### src/logic/auxcr_pkg.sv
// constants, field layouts and carrier structs of the auxiliary control bank
// assumes an 8-bit special-function-register port driven by the on-chip cpu
// What this block does
// - pin function field: 00 gpio, 01 master clock, 10 clock/2, 11 clock/4
// - any clock option drives the selected master clock division out on the pin
// - external clock input mode reserves the pin; pin function field ignored
// - fast drive bit raises pin drive strength when set
// - break flag set by enabled source or software; blocks pwm channels 0-5
// - break flag is never cleared by hardware, only by software writing zero
// - modulator 1 event flag set by its switch event, cleared by writing zero
// - modulator 0 event flag set by its switch event, cleared by writing zero
// - ext irq 1 polarity bit: set gives high/rising, clear gives low/falling
// - ext irq 0 polarity bit: set gives high/rising, clear gives low/falling
// - pointer select bit: 0 first data pointer, 1 second data pointer
// - crc port select field sits at bits 5 and 4 of second register
// - start detect flag set on bus start, cleared by writing zero
// - stop detect flag set on bus stop, cleared by writing zero
// - timer speed bit: clear counts clock/12, set counts undivided clock
// - timer clock output enable drives the timer clock onto its pin
// - timer 0 pin select field maps timer 0 to one of four pins
// - beeper field: 00 gpio, 01 slow rc/32, 10 /16, 11 /8
// - serial 0 pin code joins bit 3 with external high bit; 10 swaps rx/tx
// - two-wire port 0 pin select maps clock and data to four pin pairs
// - channel input source bit: clear port pin, set timer external input
package auxcr_pkg;
  localparam logic [7:0] AUXCR_ADDR_PIN_CLK   = 8'hA1;
  localparam logic [7:0] AUXCR_ADDR_CRC_PTR   = 8'hA2;
  localparam logic [7:0] AUXCR_ADDR_SHARED    = 8'hA4;
  // no printed address for the bus-flag register; chosen free slot
  localparam logic [7:0] AUXCR_ADDR_BUS_FLAGS = 8'hA3;
  localparam logic [3:0] AUXCR_PAGE_TMR_BEEP  = 4'h0;
  localparam logic [3:0] AUXCR_PAGE_TMR_CMP   = 4'h1;
  localparam logic [3:0] AUXCR_PAGE_CNT_ARR   = 4'h2;
  localparam logic [7:0] AUXCR_RST_VAL        = 8'h00;
  localparam logic [7:0] AUXCR_CRC_PTR_MASK   = 8'h31;
  localparam logic [7:0] AUXCR_BUS_FLAGS_MASK = 8'hCF;
  localparam int AUXCR_BIT_FAST   = 5;
  localparam int AUXCR_BIT_BREAK  = 4;
  localparam int AUXCR_BIT_MOD1   = 3;
  localparam int AUXCR_BIT_MOD0   = 2;
  localparam int AUXCR_BIT_IRQ1H  = 1;
  localparam int AUXCR_BIT_IRQ0H  = 0;
  localparam int AUXCR_BIT_START  = 7;
  localparam int AUXCR_BIT_STOP   = 6;
  localparam int AUXCR_BIT_T1SPD  = 3;
  localparam int AUXCR_BIT_T0SPD  = 2;
  localparam int AUXCR_BIT_TIMER1_CLOCK_OUT_ENABLE = 1;
  localparam int AUXCR_BIT_TIMER0_CLOCK_OUT_ENABLE = 0;
  localparam logic [3:0] AUXCR_TMR_PRESCALE = 4'hB;
  localparam logic [4:0] AUXCR_BEEP_DIV_MAX = 5'h1F;

  typedef enum logic [1:0] {
    AUXCR_PIN_GPIO,
    AUXCR_PIN_MCK,
    AUXCR_PIN_MCK_DIV2,
    AUXCR_PIN_MCK_DIV4
  } auxcr_pin_fn_e;

  typedef enum logic [1:0] {
    AUXCR_BEEP_GPIO,
    AUXCR_BEEP_DIV32,
    AUXCR_BEEP_DIV16,
    AUXCR_BEEP_DIV8
  } auxcr_beep_e;

  typedef struct packed {
    logic       wr_en;
    logic       rd_en;
    logic [7:0] addr;
    logic [3:0] page;
    logic [7:0] wdata;
  } auxcr_sfr_req_s;

  typedef struct packed {
    logic break_src;
    logic break_sw;
    logic mod1_event;
    logic mod0_event;
    logic start_seen;
    logic stop_seen;
  } auxcr_events_s;

  typedef struct packed {
    logic [1:0] timer0_pin_select;
    logic [1:0] two_wire0_pin_select;
    logic [1:0] serial0_pin_code;
    logic       serial0_swap;
    logic [1:0] crc_port_select;
    logic       pointer_select;
    logic       channel4_input_source;
    logic       channel2_input_source;
    logic       timer0_speed_extra;
  } auxcr_map_s;
endpackage

### src/logic/auxcr_bank.sv
// auxiliary control register bank with pin-clock, beeper and timer prescale
// assumes sfr strobes synchronous to clk_sys and one access per cycle
`timescale 1ns/1ps
`default_nettype none
module auxcr_bank
  import auxcr_pkg::*;
(
  input  wire logic           clk_sys,
  input  wire logic           arst_n,
  input  wire auxcr_sfr_req_s sfr_req,
  output logic [7:0]          sfr_rdata,
  input  wire auxcr_events_s  events,
  input  wire logic           ext_clock_mode,
  input  wire logic           master_clock_tick,
  input  wire logic           low_speed_rc_tick,
  input  wire logic           serial0_pin_select_high,
  input  wire logic           ext_irq1_pin,
  input  wire logic           ext_irq0_pin,
  input  wire logic           timer1_clk_out,
  input  wire logic           timer0_clk_out,
  input  wire logic [5:0]     pwm_out_raw,
  output logic                pin_clock_out,
  output logic                pin_clock_oe,
  output logic                pin_fast_drive,
  output logic                beeper_out,
  output logic                beeper_oe,
  output logic [5:0]          pwm_out,
  output logic                pwm_blocked,
  output logic                ext_irq1_active,
  output logic                ext_irq0_active,
  output logic                timer1_tick,
  output logic                timer0_tick,
  output logic                timer1_clk_pin,
  output logic                timer1_clk_pin_oe,
  output logic                timer0_clk_pin,
  output logic                timer0_clk_pin_oe,
  output auxcr_map_s          pin_map
);
  logic [7:0] pin_clk_q, pin_clk_d;
  logic [7:0] crc_ptr_q, crc_ptr_d;
  logic [7:0] bus_flg_q, bus_flg_d;
  logic [7:0] tmr_bp_q, tmr_bp_d;
  logic [7:0] tmr_cmp_q, tmr_cmp_d;
  logic [7:0] cnt_arr_q, cnt_arr_d;
  logic [1:0] mck_div_q, mck_div_d;
  logic [4:0] beep_div_q, beep_div_d;
  logic [3:0] pre_q, pre_d;
  logic       pin_clk_level_q, pin_clk_level_d;
  logic       beep_level_q, beep_level_d;
  logic       pre_tick;

  function automatic logic hit(input auxcr_sfr_req_s r,
                               input logic [7:0] a);
    hit = r.addr == a;
  endfunction

  function automatic logic hit_page(input auxcr_sfr_req_s r,
                                    input logic [3:0] p);
    hit_page = (r.addr == AUXCR_ADDR_SHARED) && (r.page == p);
  endfunction

  // hardware set beats the software clear in the same cycle
  function automatic logic flag_next(input logic cur, input logic wr,
                                     input logic wbit, input logic set);
    flag_next = set | (wr ? (cur & wbit) : cur);
  endfunction

  // register writes, visible from the next edge
  always_comb begin
    pin_clk_d = pin_clk_q;
    crc_ptr_d = crc_ptr_q;
    bus_flg_d = bus_flg_q;
    tmr_bp_d  = tmr_bp_q;
    tmr_cmp_d = tmr_cmp_q;
    cnt_arr_d = cnt_arr_q;
    if (sfr_req.wr_en) begin
      if (hit(sfr_req, AUXCR_ADDR_PIN_CLK)) begin
        pin_clk_d = sfr_req.wdata;
      end
      if (hit(sfr_req, AUXCR_ADDR_CRC_PTR)) begin
        // reserved bits are dropped even if software breaks the zero rule
        crc_ptr_d = sfr_req.wdata & AUXCR_CRC_PTR_MASK;
      end
      if (hit(sfr_req, AUXCR_ADDR_BUS_FLAGS)) begin
        bus_flg_d[5:0] = sfr_req.wdata[5:0] & AUXCR_BUS_FLAGS_MASK[5:0];
      end
      if (hit_page(sfr_req, AUXCR_PAGE_TMR_BEEP)) begin
        tmr_bp_d = sfr_req.wdata;
      end
      if (hit_page(sfr_req, AUXCR_PAGE_TMR_CMP)) begin
        tmr_cmp_d = sfr_req.wdata;
      end
      if (hit_page(sfr_req, AUXCR_PAGE_CNT_ARR)) begin
        cnt_arr_d = sfr_req.wdata;
      end
    end
    // sticky flags: only a written zero clears them
    pin_clk_d[AUXCR_BIT_BREAK] = flag_next(pin_clk_q[AUXCR_BIT_BREAK],
      sfr_req.wr_en && hit(sfr_req, AUXCR_ADDR_PIN_CLK),
      sfr_req.wdata[AUXCR_BIT_BREAK],
      events.break_src | events.break_sw);
    pin_clk_d[AUXCR_BIT_MOD1] = flag_next(pin_clk_q[AUXCR_BIT_MOD1],
      sfr_req.wr_en && hit(sfr_req, AUXCR_ADDR_PIN_CLK),
      sfr_req.wdata[AUXCR_BIT_MOD1], events.mod1_event);
    pin_clk_d[AUXCR_BIT_MOD0] = flag_next(pin_clk_q[AUXCR_BIT_MOD0],
      sfr_req.wr_en && hit(sfr_req, AUXCR_ADDR_PIN_CLK),
      sfr_req.wdata[AUXCR_BIT_MOD0], events.mod0_event);
    bus_flg_d[AUXCR_BIT_START] = flag_next(bus_flg_q[AUXCR_BIT_START],
      sfr_req.wr_en && hit(sfr_req, AUXCR_ADDR_BUS_FLAGS),
      sfr_req.wdata[AUXCR_BIT_START], events.start_seen);
    bus_flg_d[AUXCR_BIT_STOP] = flag_next(bus_flg_q[AUXCR_BIT_STOP],
      sfr_req.wr_en && hit(sfr_req, AUXCR_ADDR_BUS_FLAGS),
      sfr_req.wdata[AUXCR_BIT_STOP], events.stop_seen);
  end

  always_ff @(posedge clk_sys or negedge arst_n) begin
    if (!arst_n) begin
      pin_clk_q <= AUXCR_RST_VAL;
      crc_ptr_q <= AUXCR_RST_VAL;
      bus_flg_q <= AUXCR_RST_VAL;
      tmr_bp_q  <= AUXCR_RST_VAL;
      tmr_cmp_q <= AUXCR_RST_VAL;
      cnt_arr_q <= AUXCR_RST_VAL;
    end else begin
      pin_clk_q <= pin_clk_d;
      crc_ptr_q <= crc_ptr_d;
      bus_flg_q <= bus_flg_d;
      tmr_bp_q  <= tmr_bp_d;
      tmr_cmp_q <= tmr_cmp_d;
      cnt_arr_q <= cnt_arr_d;
    end
  end

  // read data is registered, one cycle behind rd_en
  logic [7:0] rdata_q, rdata_d;
  always_comb begin
    rdata_d = 8'h00;
    if (sfr_req.rd_en) begin
      if (hit(sfr_req, AUXCR_ADDR_PIN_CLK)) begin
        rdata_d = pin_clk_q;
      end else if (hit(sfr_req, AUXCR_ADDR_CRC_PTR)) begin
        rdata_d = crc_ptr_q;
      end else if (hit(sfr_req, AUXCR_ADDR_BUS_FLAGS)) begin
        rdata_d = bus_flg_q;
      end else if (hit_page(sfr_req, AUXCR_PAGE_TMR_BEEP)) begin
        rdata_d = tmr_bp_q;
      end else if (hit_page(sfr_req, AUXCR_PAGE_TMR_CMP)) begin
        rdata_d = tmr_cmp_q;
      end else if (hit_page(sfr_req, AUXCR_PAGE_CNT_ARR)) begin
        rdata_d = cnt_arr_q;
      end else begin
        rdata_d = 8'h00;
      end
    end
  end

  always_ff @(posedge clk_sys or negedge arst_n) begin
    if (!arst_n) begin
      rdata_q <= AUXCR_RST_VAL;
    end else begin
      rdata_q <= rdata_d;
    end
  end
  assign sfr_rdata = rdata_q;

  // clock dividers: master clock ticks feed a 2-bit counter, slow rc a 5-bit
  auxcr_pin_fn_e pin_fn;
  auxcr_beep_e   beep_fn;
  assign pin_fn  = auxcr_pin_fn_e'(pin_clk_q[7:6]);
  assign beep_fn = auxcr_beep_e'(tmr_bp_q[5:4]);

  always_comb begin
    mck_div_d       = mck_div_q;
    pin_clk_level_d = pin_clk_level_q;
    if (master_clock_tick) begin
      mck_div_d = mck_div_q + 2'h1;
      case (pin_fn)
        AUXCR_PIN_MCK:      pin_clk_level_d = ~pin_clk_level_q;
        AUXCR_PIN_MCK_DIV2: pin_clk_level_d = mck_div_q[0]
                              ? ~pin_clk_level_q : pin_clk_level_q;
        AUXCR_PIN_MCK_DIV4: pin_clk_level_d = (mck_div_q == 2'h3)
                              ? ~pin_clk_level_q : pin_clk_level_q;
        default:            pin_clk_level_d = 1'b0;
      endcase
    end
  end

  always_comb begin
    beep_div_d   = beep_div_q;
    beep_level_d = beep_level_q;
    if (low_speed_rc_tick) begin
      beep_div_d = beep_div_q + 5'h01;
      // half-period of n/2 ticks gives divide by n
      case (beep_fn)
        AUXCR_BEEP_DIV32: beep_level_d = (beep_div_q[3:0] == 4'hF)
                            ? ~beep_level_q : beep_level_q;
        AUXCR_BEEP_DIV16: beep_level_d = (beep_div_q[2:0] == 3'h7)
                            ? ~beep_level_q : beep_level_q;
        AUXCR_BEEP_DIV8:  beep_level_d = (beep_div_q[1:0] == 2'h3)
                            ? ~beep_level_q : beep_level_q;
        default:          beep_level_d = 1'b0;
      endcase
    end
  end

  // timer prescale: one-cycle enable every twelfth system clock
  always_comb begin
    pre_d = (pre_q == AUXCR_TMR_PRESCALE) ? 4'h0 : pre_q + 4'h1;
  end
  assign pre_tick = pre_q == AUXCR_TMR_PRESCALE;

  always_ff @(posedge clk_sys or negedge arst_n) begin
    if (!arst_n) begin
      mck_div_q       <= 2'h0;
      pin_clk_level_q <= 1'b0;
      beep_div_q      <= 5'h00;
      beep_level_q    <= 1'b0;
      pre_q           <= 4'h0;
    end else begin
      mck_div_q       <= mck_div_d;
      pin_clk_level_q <= pin_clk_level_d;
      beep_div_q      <= beep_div_d;
      beep_level_q    <= beep_level_d;
      pre_q           <= pre_d;
    end
  end

  // in external clock mode the pin is an input, field ignored
  assign pin_clock_oe  = !ext_clock_mode
                         && (pin_fn != AUXCR_PIN_GPIO);
  assign pin_clock_out = pin_clk_level_q;
  assign pin_fast_drive = pin_clk_q[AUXCR_BIT_FAST];
  assign beeper_oe  = beep_fn != AUXCR_BEEP_GPIO;
  assign beeper_out = beep_level_q;

  // break holds pwm pins at gpio level (modelled as low) while flagged
  assign pwm_blocked = pin_clk_q[AUXCR_BIT_BREAK];
  assign pwm_out     = pwm_blocked ? 6'h00 : pwm_out_raw;

  // pins are active low by default; polarity bit flips the sense
  assign ext_irq1_active = ext_irq1_pin
                           ~^ pin_clk_q[AUXCR_BIT_IRQ1H];
  assign ext_irq0_active = ext_irq0_pin
                           ~^ pin_clk_q[AUXCR_BIT_IRQ0H];

  assign timer1_tick = bus_flg_q[AUXCR_BIT_T1SPD] | pre_tick;
  assign timer0_tick = bus_flg_q[AUXCR_BIT_T0SPD] | pre_tick;
  assign timer1_clk_pin    = timer1_clk_out;
  assign timer1_clk_pin_oe = bus_flg_q[AUXCR_BIT_TIMER1_CLOCK_OUT_ENABLE];
  assign timer0_clk_pin    = timer0_clk_out;
  assign timer0_clk_pin_oe = bus_flg_q[AUXCR_BIT_TIMER0_CLOCK_OUT_ENABLE];

  always_comb begin
    pin_map.timer0_pin_select     = tmr_bp_q[7:6];
    pin_map.two_wire0_pin_select  = tmr_bp_q[2:1];
    pin_map.serial0_pin_code      = {serial0_pin_select_high,
                                     tmr_bp_q[3]};
    pin_map.serial0_swap          = serial0_pin_select_high
                                    && !tmr_bp_q[3];
    pin_map.crc_port_select       = crc_ptr_q[5:4];
    pin_map.pointer_select        = crc_ptr_q[0];
    pin_map.channel4_input_source = cnt_arr_q[7];
    pin_map.channel2_input_source = cnt_arr_q[6];
    pin_map.timer0_speed_extra    = tmr_bp_q[0];
  end
endmodule
`default_nettype wire

### config.mk
export PLATFORM = sky130hd
export DESIGN_NAME = auxcr_bank
export DESIGN_NICKNAME = d
export VERILOG_FILES = /design/src/logic/auxcr_pkg.sv /design/src/logic/auxcr_bank.sv
export SDC_FILE = /design/constraint.sdc
export NUM_CORES = 1
export LEC_CHECK = 0
export BUFFER_PORTS_ARGS = -buffer_cell sky130_fd_sc_hd__clkbuf_2
export CELL_PAD_IN_SITES_DETAIL_PLACEMENT = 1
export CELL_PAD_IN_SITES_GLOBAL_PLACEMENT = 1
export CORE_AREA = 5 5 93 95
export CTS_BUF_LIST = sky130_fd_sc_hd__clkbuf_8 sky130_fd_sc_hd__clkbuf_16
export DETAILED_ROUTE_END_ITERATION = 10
export DIE_AREA = 0 0 98 100
export GPL_TIMING_DRIVEN = 0
export PLACE_DENSITY = 0.75
export RECOVER_POWER = 50
export SKIP_LAST_GASP = 1
export SYNTH_ARGS = -nofsm -noshare
export SYNTH_HDL_FRONTEND = slang
export SYNTH_SLANG_ARGS = --single-unit
### constraint.sdc
create_clock -name clk_sys -period 1.8 [get_ports clk_sys]
set_input_delay 0 -clock clk_sys [delete_from_list [all_inputs] [get_ports clk_sys]]
set_output_delay 0 -clock clk_sys [all_outputs]
set_load 0.005 [all_outputs]
== Yosys cells after proc, flatten, opt, wreduce, memory -nomap -nowiden ==
Index checks and enable logic that the tools add are counted.

* Input bits: 44
* Output and inout bits: 41
* Register bits after elaboration: 62
* Word-level logic and storage cells: 97

* Equal/unequal tests: 22
* Bitwise operators: 17
* Multiplexer cells: 21
* $add $sub $neg: 3
* Reduce and logical (&&, ||, !) cells: 20

{| class="wikitable"
|+ Operator list
! kind !! count
|-
| $mux 8 || 7
|-
| $eq 8x8->1 const B || 4
|-
| $eq 2x2->1 const B || 6
|-
| $reduce_and 2->1 || 6
|-
| $mux 1 || 10
|-
| $ne 2x2->1 const B || 5
|-
| $eq 4x4->1 const B || 2
|-
| $or 1x1->1 || 8
|-
| $logic_and 1x1->1 || 7
|-
| $mux 6 || 1
|-
| $pmux 1 s3 || 2
|-
| $add 5x1->5 const B || 1
|-
| $and 1x1->1 || 5
|-
| $add 4x1->4 const B || 1
|-
| $eq 2x1->1 const B || 2
|-
| $eq 4x1->1 const B || 1
|-
| $eq 4x2->1 const B || 1
|-
| $logic_not 4->1 || 1
|-
| $mux 4 || 1
|-
| $reduce_and 4->1 || 1
|-
| $reduce_bool 2->1 || 2
|-
| $eq 3x3->1 const B || 1
|-
| $reduce_and 3->1 || 1
|-
| $add 2x1->2 const B || 1
|-
| other kinds (3) || 6
|}

== Logic depth before layout (Yosys ltp) ==
* Word-level depth: 9
* Depth in mapped cells: 5
* Depth with buffers taken out: 5

== Worst setup path after synthesis ==
No wires, ideal clock.

* Path type: register to register
* From: reg beep_div_q[0]
* To: reg beep_level_q (netlist: beeper_out)
* Data arrival time: 1.252 ns
* Data required time: 1.674 ns
* Stages on the path, launching flop included: 5
* Setup time: 0.126 ns
* Setup slack: 0.422 ns
* Path buffers: 0
* Clock period less this slack: 1.378 ns
* Path through: dfrtp_1 -> ha_1 -> nor2b_1 -> mux2_2 -> a221o_1

* Word-level cells in the longest chain between the ends: 3
* Elaborated cells between the ends (all ways): 7
* Those cells by class: 6 x eq/ne; 1 x reduce/logical

{| class="wikitable"
|+ Ends and longest elaborated chain
! what !! RTL line !! text
|-
| from (decl) || auxcr_bank.sv:46 || <nowiki>logic [4:0] beep_div_q, beep_div_d;</nowiki>
|-
| from (signal assigned) || auxcr_bank.sv:222 || <nowiki>beep_div_q <= beep_div_d;</nowiki>
|-
| $eq 4x4->1, or another cell as far along || auxcr_bank.sv:195 || <nowiki>AUXCR_BEEP_DIV32: beep_level_d = (beep_div_q[3:0] == 4'hF)</nowiki>
|-
| $ne 2x2->1 (no line) || -- ||
|-
| $reduce_and 4->1 (no line) * || -- ||
|-
| to (signal assigned) || auxcr_bank.sv:223 || <nowiki>beep_level_q <= beep_level_d;</nowiki>
|-
| to (decl) || auxcr_bank.sv:49 || <nowiki>logic beep_level_q, beep_level_d;</nowiki>
|}

Every way passes the cells marked *; elsewhere a longest branch is shown, timed or not.
A chain may end at the register's enable or synchronous reset.

== Worst setup path in the final report ==
* From: in sfr_req[13] (netlist bit)
* To: reg bus_flg_q[7]

* Word-level cells in the longest chain between the ends: 4

{| class="wikitable"
|+ Ends and longest elaborated chain
! what !! RTL line !! text
|-
| from (decl) || auxcr_bank.sv:10 || <nowiki>input wire auxcr_sfr_req_s sfr_req,</nowiki>
|-
| $eq 8x8->1 || auxcr_bank.sv:54 || <nowiki>hit = r.addr == a;</nowiki>
|-
| $logic_and 1x1->1 || auxcr_bank.sv:109 || <nowiki>sfr_req.wr_en && hit(sfr_req, AUXCR_ADDR_BUS_FLAGS),</nowiki>
|-
| $mux 1 || auxcr_bank.sv:65 || <nowiki>flag_next = set | (wr ? (cur & wbit) : cur);</nowiki>
|-
| $or 1x1->1 || auxcr_bank.sv:65 ||
|-
| via bus_flg_d[7] || auxcr_bank.sv:41 || <nowiki>logic [7:0] bus_flg_q, bus_flg_d;</nowiki>
|-
| to (signal assigned) || auxcr_bank.sv:127 || <nowiki>bus_flg_q <= bus_flg_d;</nowiki>
|-
| to (decl) || auxcr_bank.sv:41 ||
|}

The timed path passes the listed nets, and every way through them passes these cells.

==> impl_metrics.ini <==
[outcome]
status = finished, final reports clean

[logic_synthesis]
ys_ff_latch = 61
synth.largest_area_cell = dfrtp_1
synth.avg_cell_area_um2 = 11.7
synthCells = 257
synth_fp_nets = 305
synthArstFlopShare_pct = 100
synthTopCellsByCount = dfrtp_1, mux2_2, a21oi_1
ys_top_cells_by_area = dfrtp_1, mux2_2, a21oi_1, buf_4, nor2b_1
synth_edf_count = 0
ys_types = 39
synth_top_area_share_pct = 50.7
yosysMostFrequentCell = dfrtp_1
synth_ff_type = dfrtp_1
yosysWarnings = 0
ys_seq_area_share_pct = 50.7
syn_area_um2 = 3010

[sta]
finalCritPeriodShare_pct = 89.2
slew_headroom_pct = 7.03
min_period_ns = 1.61
rsz0062_at_grt = no
hold_viol = 0
tns_ns = 0
final_max_slew_viol_count = 0
fin_skew_ns = 0.00526
worst_slew_pin_slew_ns = 1.39
finalSetupViolCount = 0
fmax_mhz = 623

[clock_tree]
cts_tree = yes
clk_latency_ns = 0.34
cts_buffers = 9
clkSinkCount = 61
h-tree-depth = 3
clk_path_buf_depth = 2
clk_pin_slew_ns = 0.07
cts_setup_buffers = 0
clock-root-buffer = clkbuf_8

[detailed_routing]
wl_mm = 8.20
wl_per_cell_um = 17.4
first_pass_iters = 4
drtIter0Drc = 35
remaining_drc_errors = 0
antenna_left = 0
dr_total_vias = 2451
viasPerCell = 5.19

[floorplanning]
design.core.area_um2 = 7650
ios = 85
rows = 32
fp.dieH_um = 100
die-area_um2 = 9800
start_util_pct = 39.4
fp.dieW_um = 98

[critical_path]
end_kind = register
critPathRequiredTime_ns = 2.03
cp-start-kind = input pin
crit_arrival_ns = 1.83
r2r-start = beep_div_q[0]$_DFFE_PN0P_
path_max_fanout = 10
crit_path_start = sfr_req[13]
worstSetupPathType = in2reg

[global_routing]
track_usage_pct = 18.1
antenna_found_initial = 0
grt_max_degree = 62
grt-ovfl-total = 0
grt_pass1_vias = 2719
grt_pass1_wl_mm = 14.0

[pwr]
p_leak_nw = 1.89
ir_drop_uv = 385
power_density_nw_per_um2 = 785

[placed_design]
gp_congestion = 0.780
hpwl_mm = 5.96
io_buffers = 82
place_area_um2 = 3550

[job]
max_cap_viol_count = 0

[final_layout]
design_area_um2 = 3880
syn2layout_area_growth_pct = 28.7
drive_gt1_share_pct = 39.2
nets = 415
final_core_util_pct = 50.7
diodes = 0

[hold_path]
hp-start = sfr_req[2]
holdCritPathClass = in2reg
cells by family (layout without fill, tap and decap cells):
logic type | Yosys count | after routing | synth area share, %
buffers and inverters | 28 | 141 | 5.03
flip-flops | 61 | 61 | 50.7
AO/OA/AOI/OAI | 53 | 53 | 12.3
multiplexers | 43 | 43 | 16.7
XOR/XNOR | 6 | 6 | 1.74
AND/OR/NAND/NOR | 62 | 62 | 12.0
adder cells (fa/ha/maj) | 4 | 4 | 1.66
sequential cells by signal, indices dropped and copies added (netlist names):
name	cells
pre_q	4
bus_flg_q	6
tmr_cmp_q	8
pin_clock_out	1
sfr_rdata	8
cnt_arr_q	8
tmr_bp_q	8
crc_ptr_q	3
mck_div_q	2
beep_div_q	4
pin_clk_q	8
beeper_out	1
layer usage:
| metal | part of all wire [%] | wire [µm] | global-route usage (%) | up-vias |
|---|---|---|---|---|
| met5 | 0 | 0 | 0 | - |
| met4 | 2.3 | 189 | 7.24 | 0 |
| met3 | 5.1 | 417 | 5.14 | 17 |
| met2 | 49 | 4040 | 29.2 | 61 |
| met1 | 43 | 3550 | 23.1 | 1220 |
| li1 | - | - | - | 1153 |
through the flow:
| step | hold slack, ns | std cells | worst slack, ns | power [mW] |
|---|---|---|---|---|
| after floorplan | -0.296 | 257 | 0.422 | 1.80 |
| final | 0.0183 | 472 | 0.194 | 3.04 |
| after global routing | 0.0110 | 472 | 0.0781 | 3.22 |
| after global placement | 0.172 | 441 | -0.0183 | 1.96 |
| after CTS | 0.00774 | 472 | 0.0783 | 3.09 |
| after detailed placement | 0.176 | 441 | -0.0473 | 2.00 |
layout by cell type (no fill, tap or decap), types with 2 or more instances in the layout:
cell           count
o22ai_1            3
a211oi_1           5
xor2_1             2
o22a_1             5
a22oi_1            3
buf_4              2
o21ai_0            5
clkbuf_8          11
clkbuf_4           9
clkbuf_1          15
clkinv_2           2
dfrtp_1           61
ha_1               4
buf_2              5
mux2_4             5
nand2b_1           9
o2111a_1           3
a31oi_1            3
xnor2_1            4
and4_1             3
a21oi_1           18
nor3_1             3
or4_1              2
nor2_1            14
nand2_1            4
mux2_2            37
inv_1              9
nand4_1            4
a222oi_1           5
dlygate4sd3_1     17
clkbuf_2          71
nor3b_1            2
nor2b_1           13
cell type report:
cell class	count	area [µm²]
inverters	8	30.0
plain buffers	20	121
fillers	881	3770
clock inverters	3	13.8
clock buffers	11	151
well taps	102	128
flip-flops and latches	61	1530
repair buffers	99	568
multi-input cells	168	1340
path summary, 6_finish.rpt:
path / end / slack [ns] / cells past startpoint
worst max-delay path: bus_flg_q[7]$_DFF_PN0_ / 0.19 / 6
worst min-delay path: bus_flg_q[2]$_DFFE_PN0P_ / 0.02 / 2
worst max register to register: beeper_out$_DFFE_PN0P_ / 0.33 / 4
worst min register to register: pre_q[0]$_DFF_PN0_ / 0.47 / 1
max in group asynchronous: cnt_arr_q[7]$_DFFE_PN0P_ / 0.42 / 2
min in group asynchronous: beep_div_q[2]$_DFFE_PN0P_ / 0.54 / 2
report_power, final:
part / switching [mW] / internal (mW) / total, mW
logic: 0.207 / 0.239 / 0.446
registers: 0.0772 / 1.46 / 1.54
clock network: 0.511 / 0.549 / 1.06
total: 0.795 / 2.25 / 3.04
critical path, cell delays in order:
cell	delay, ns
clkbuf_2	0.12
clkbuf_1	0.36
clkbuf_1	0.39
and4_1	0.32
a21oi_1	0.08
dlygate4sd3_1	0.55
timing repair:
action                                  in CTS  in global routing
endpoints found under the hold margin      100                  0
hold buffers                                17                  0
endpoints found under the setup margin       0                  1
resized for setup                            0                  1
No activity file was read; power rests on OpenSTA's default activity.
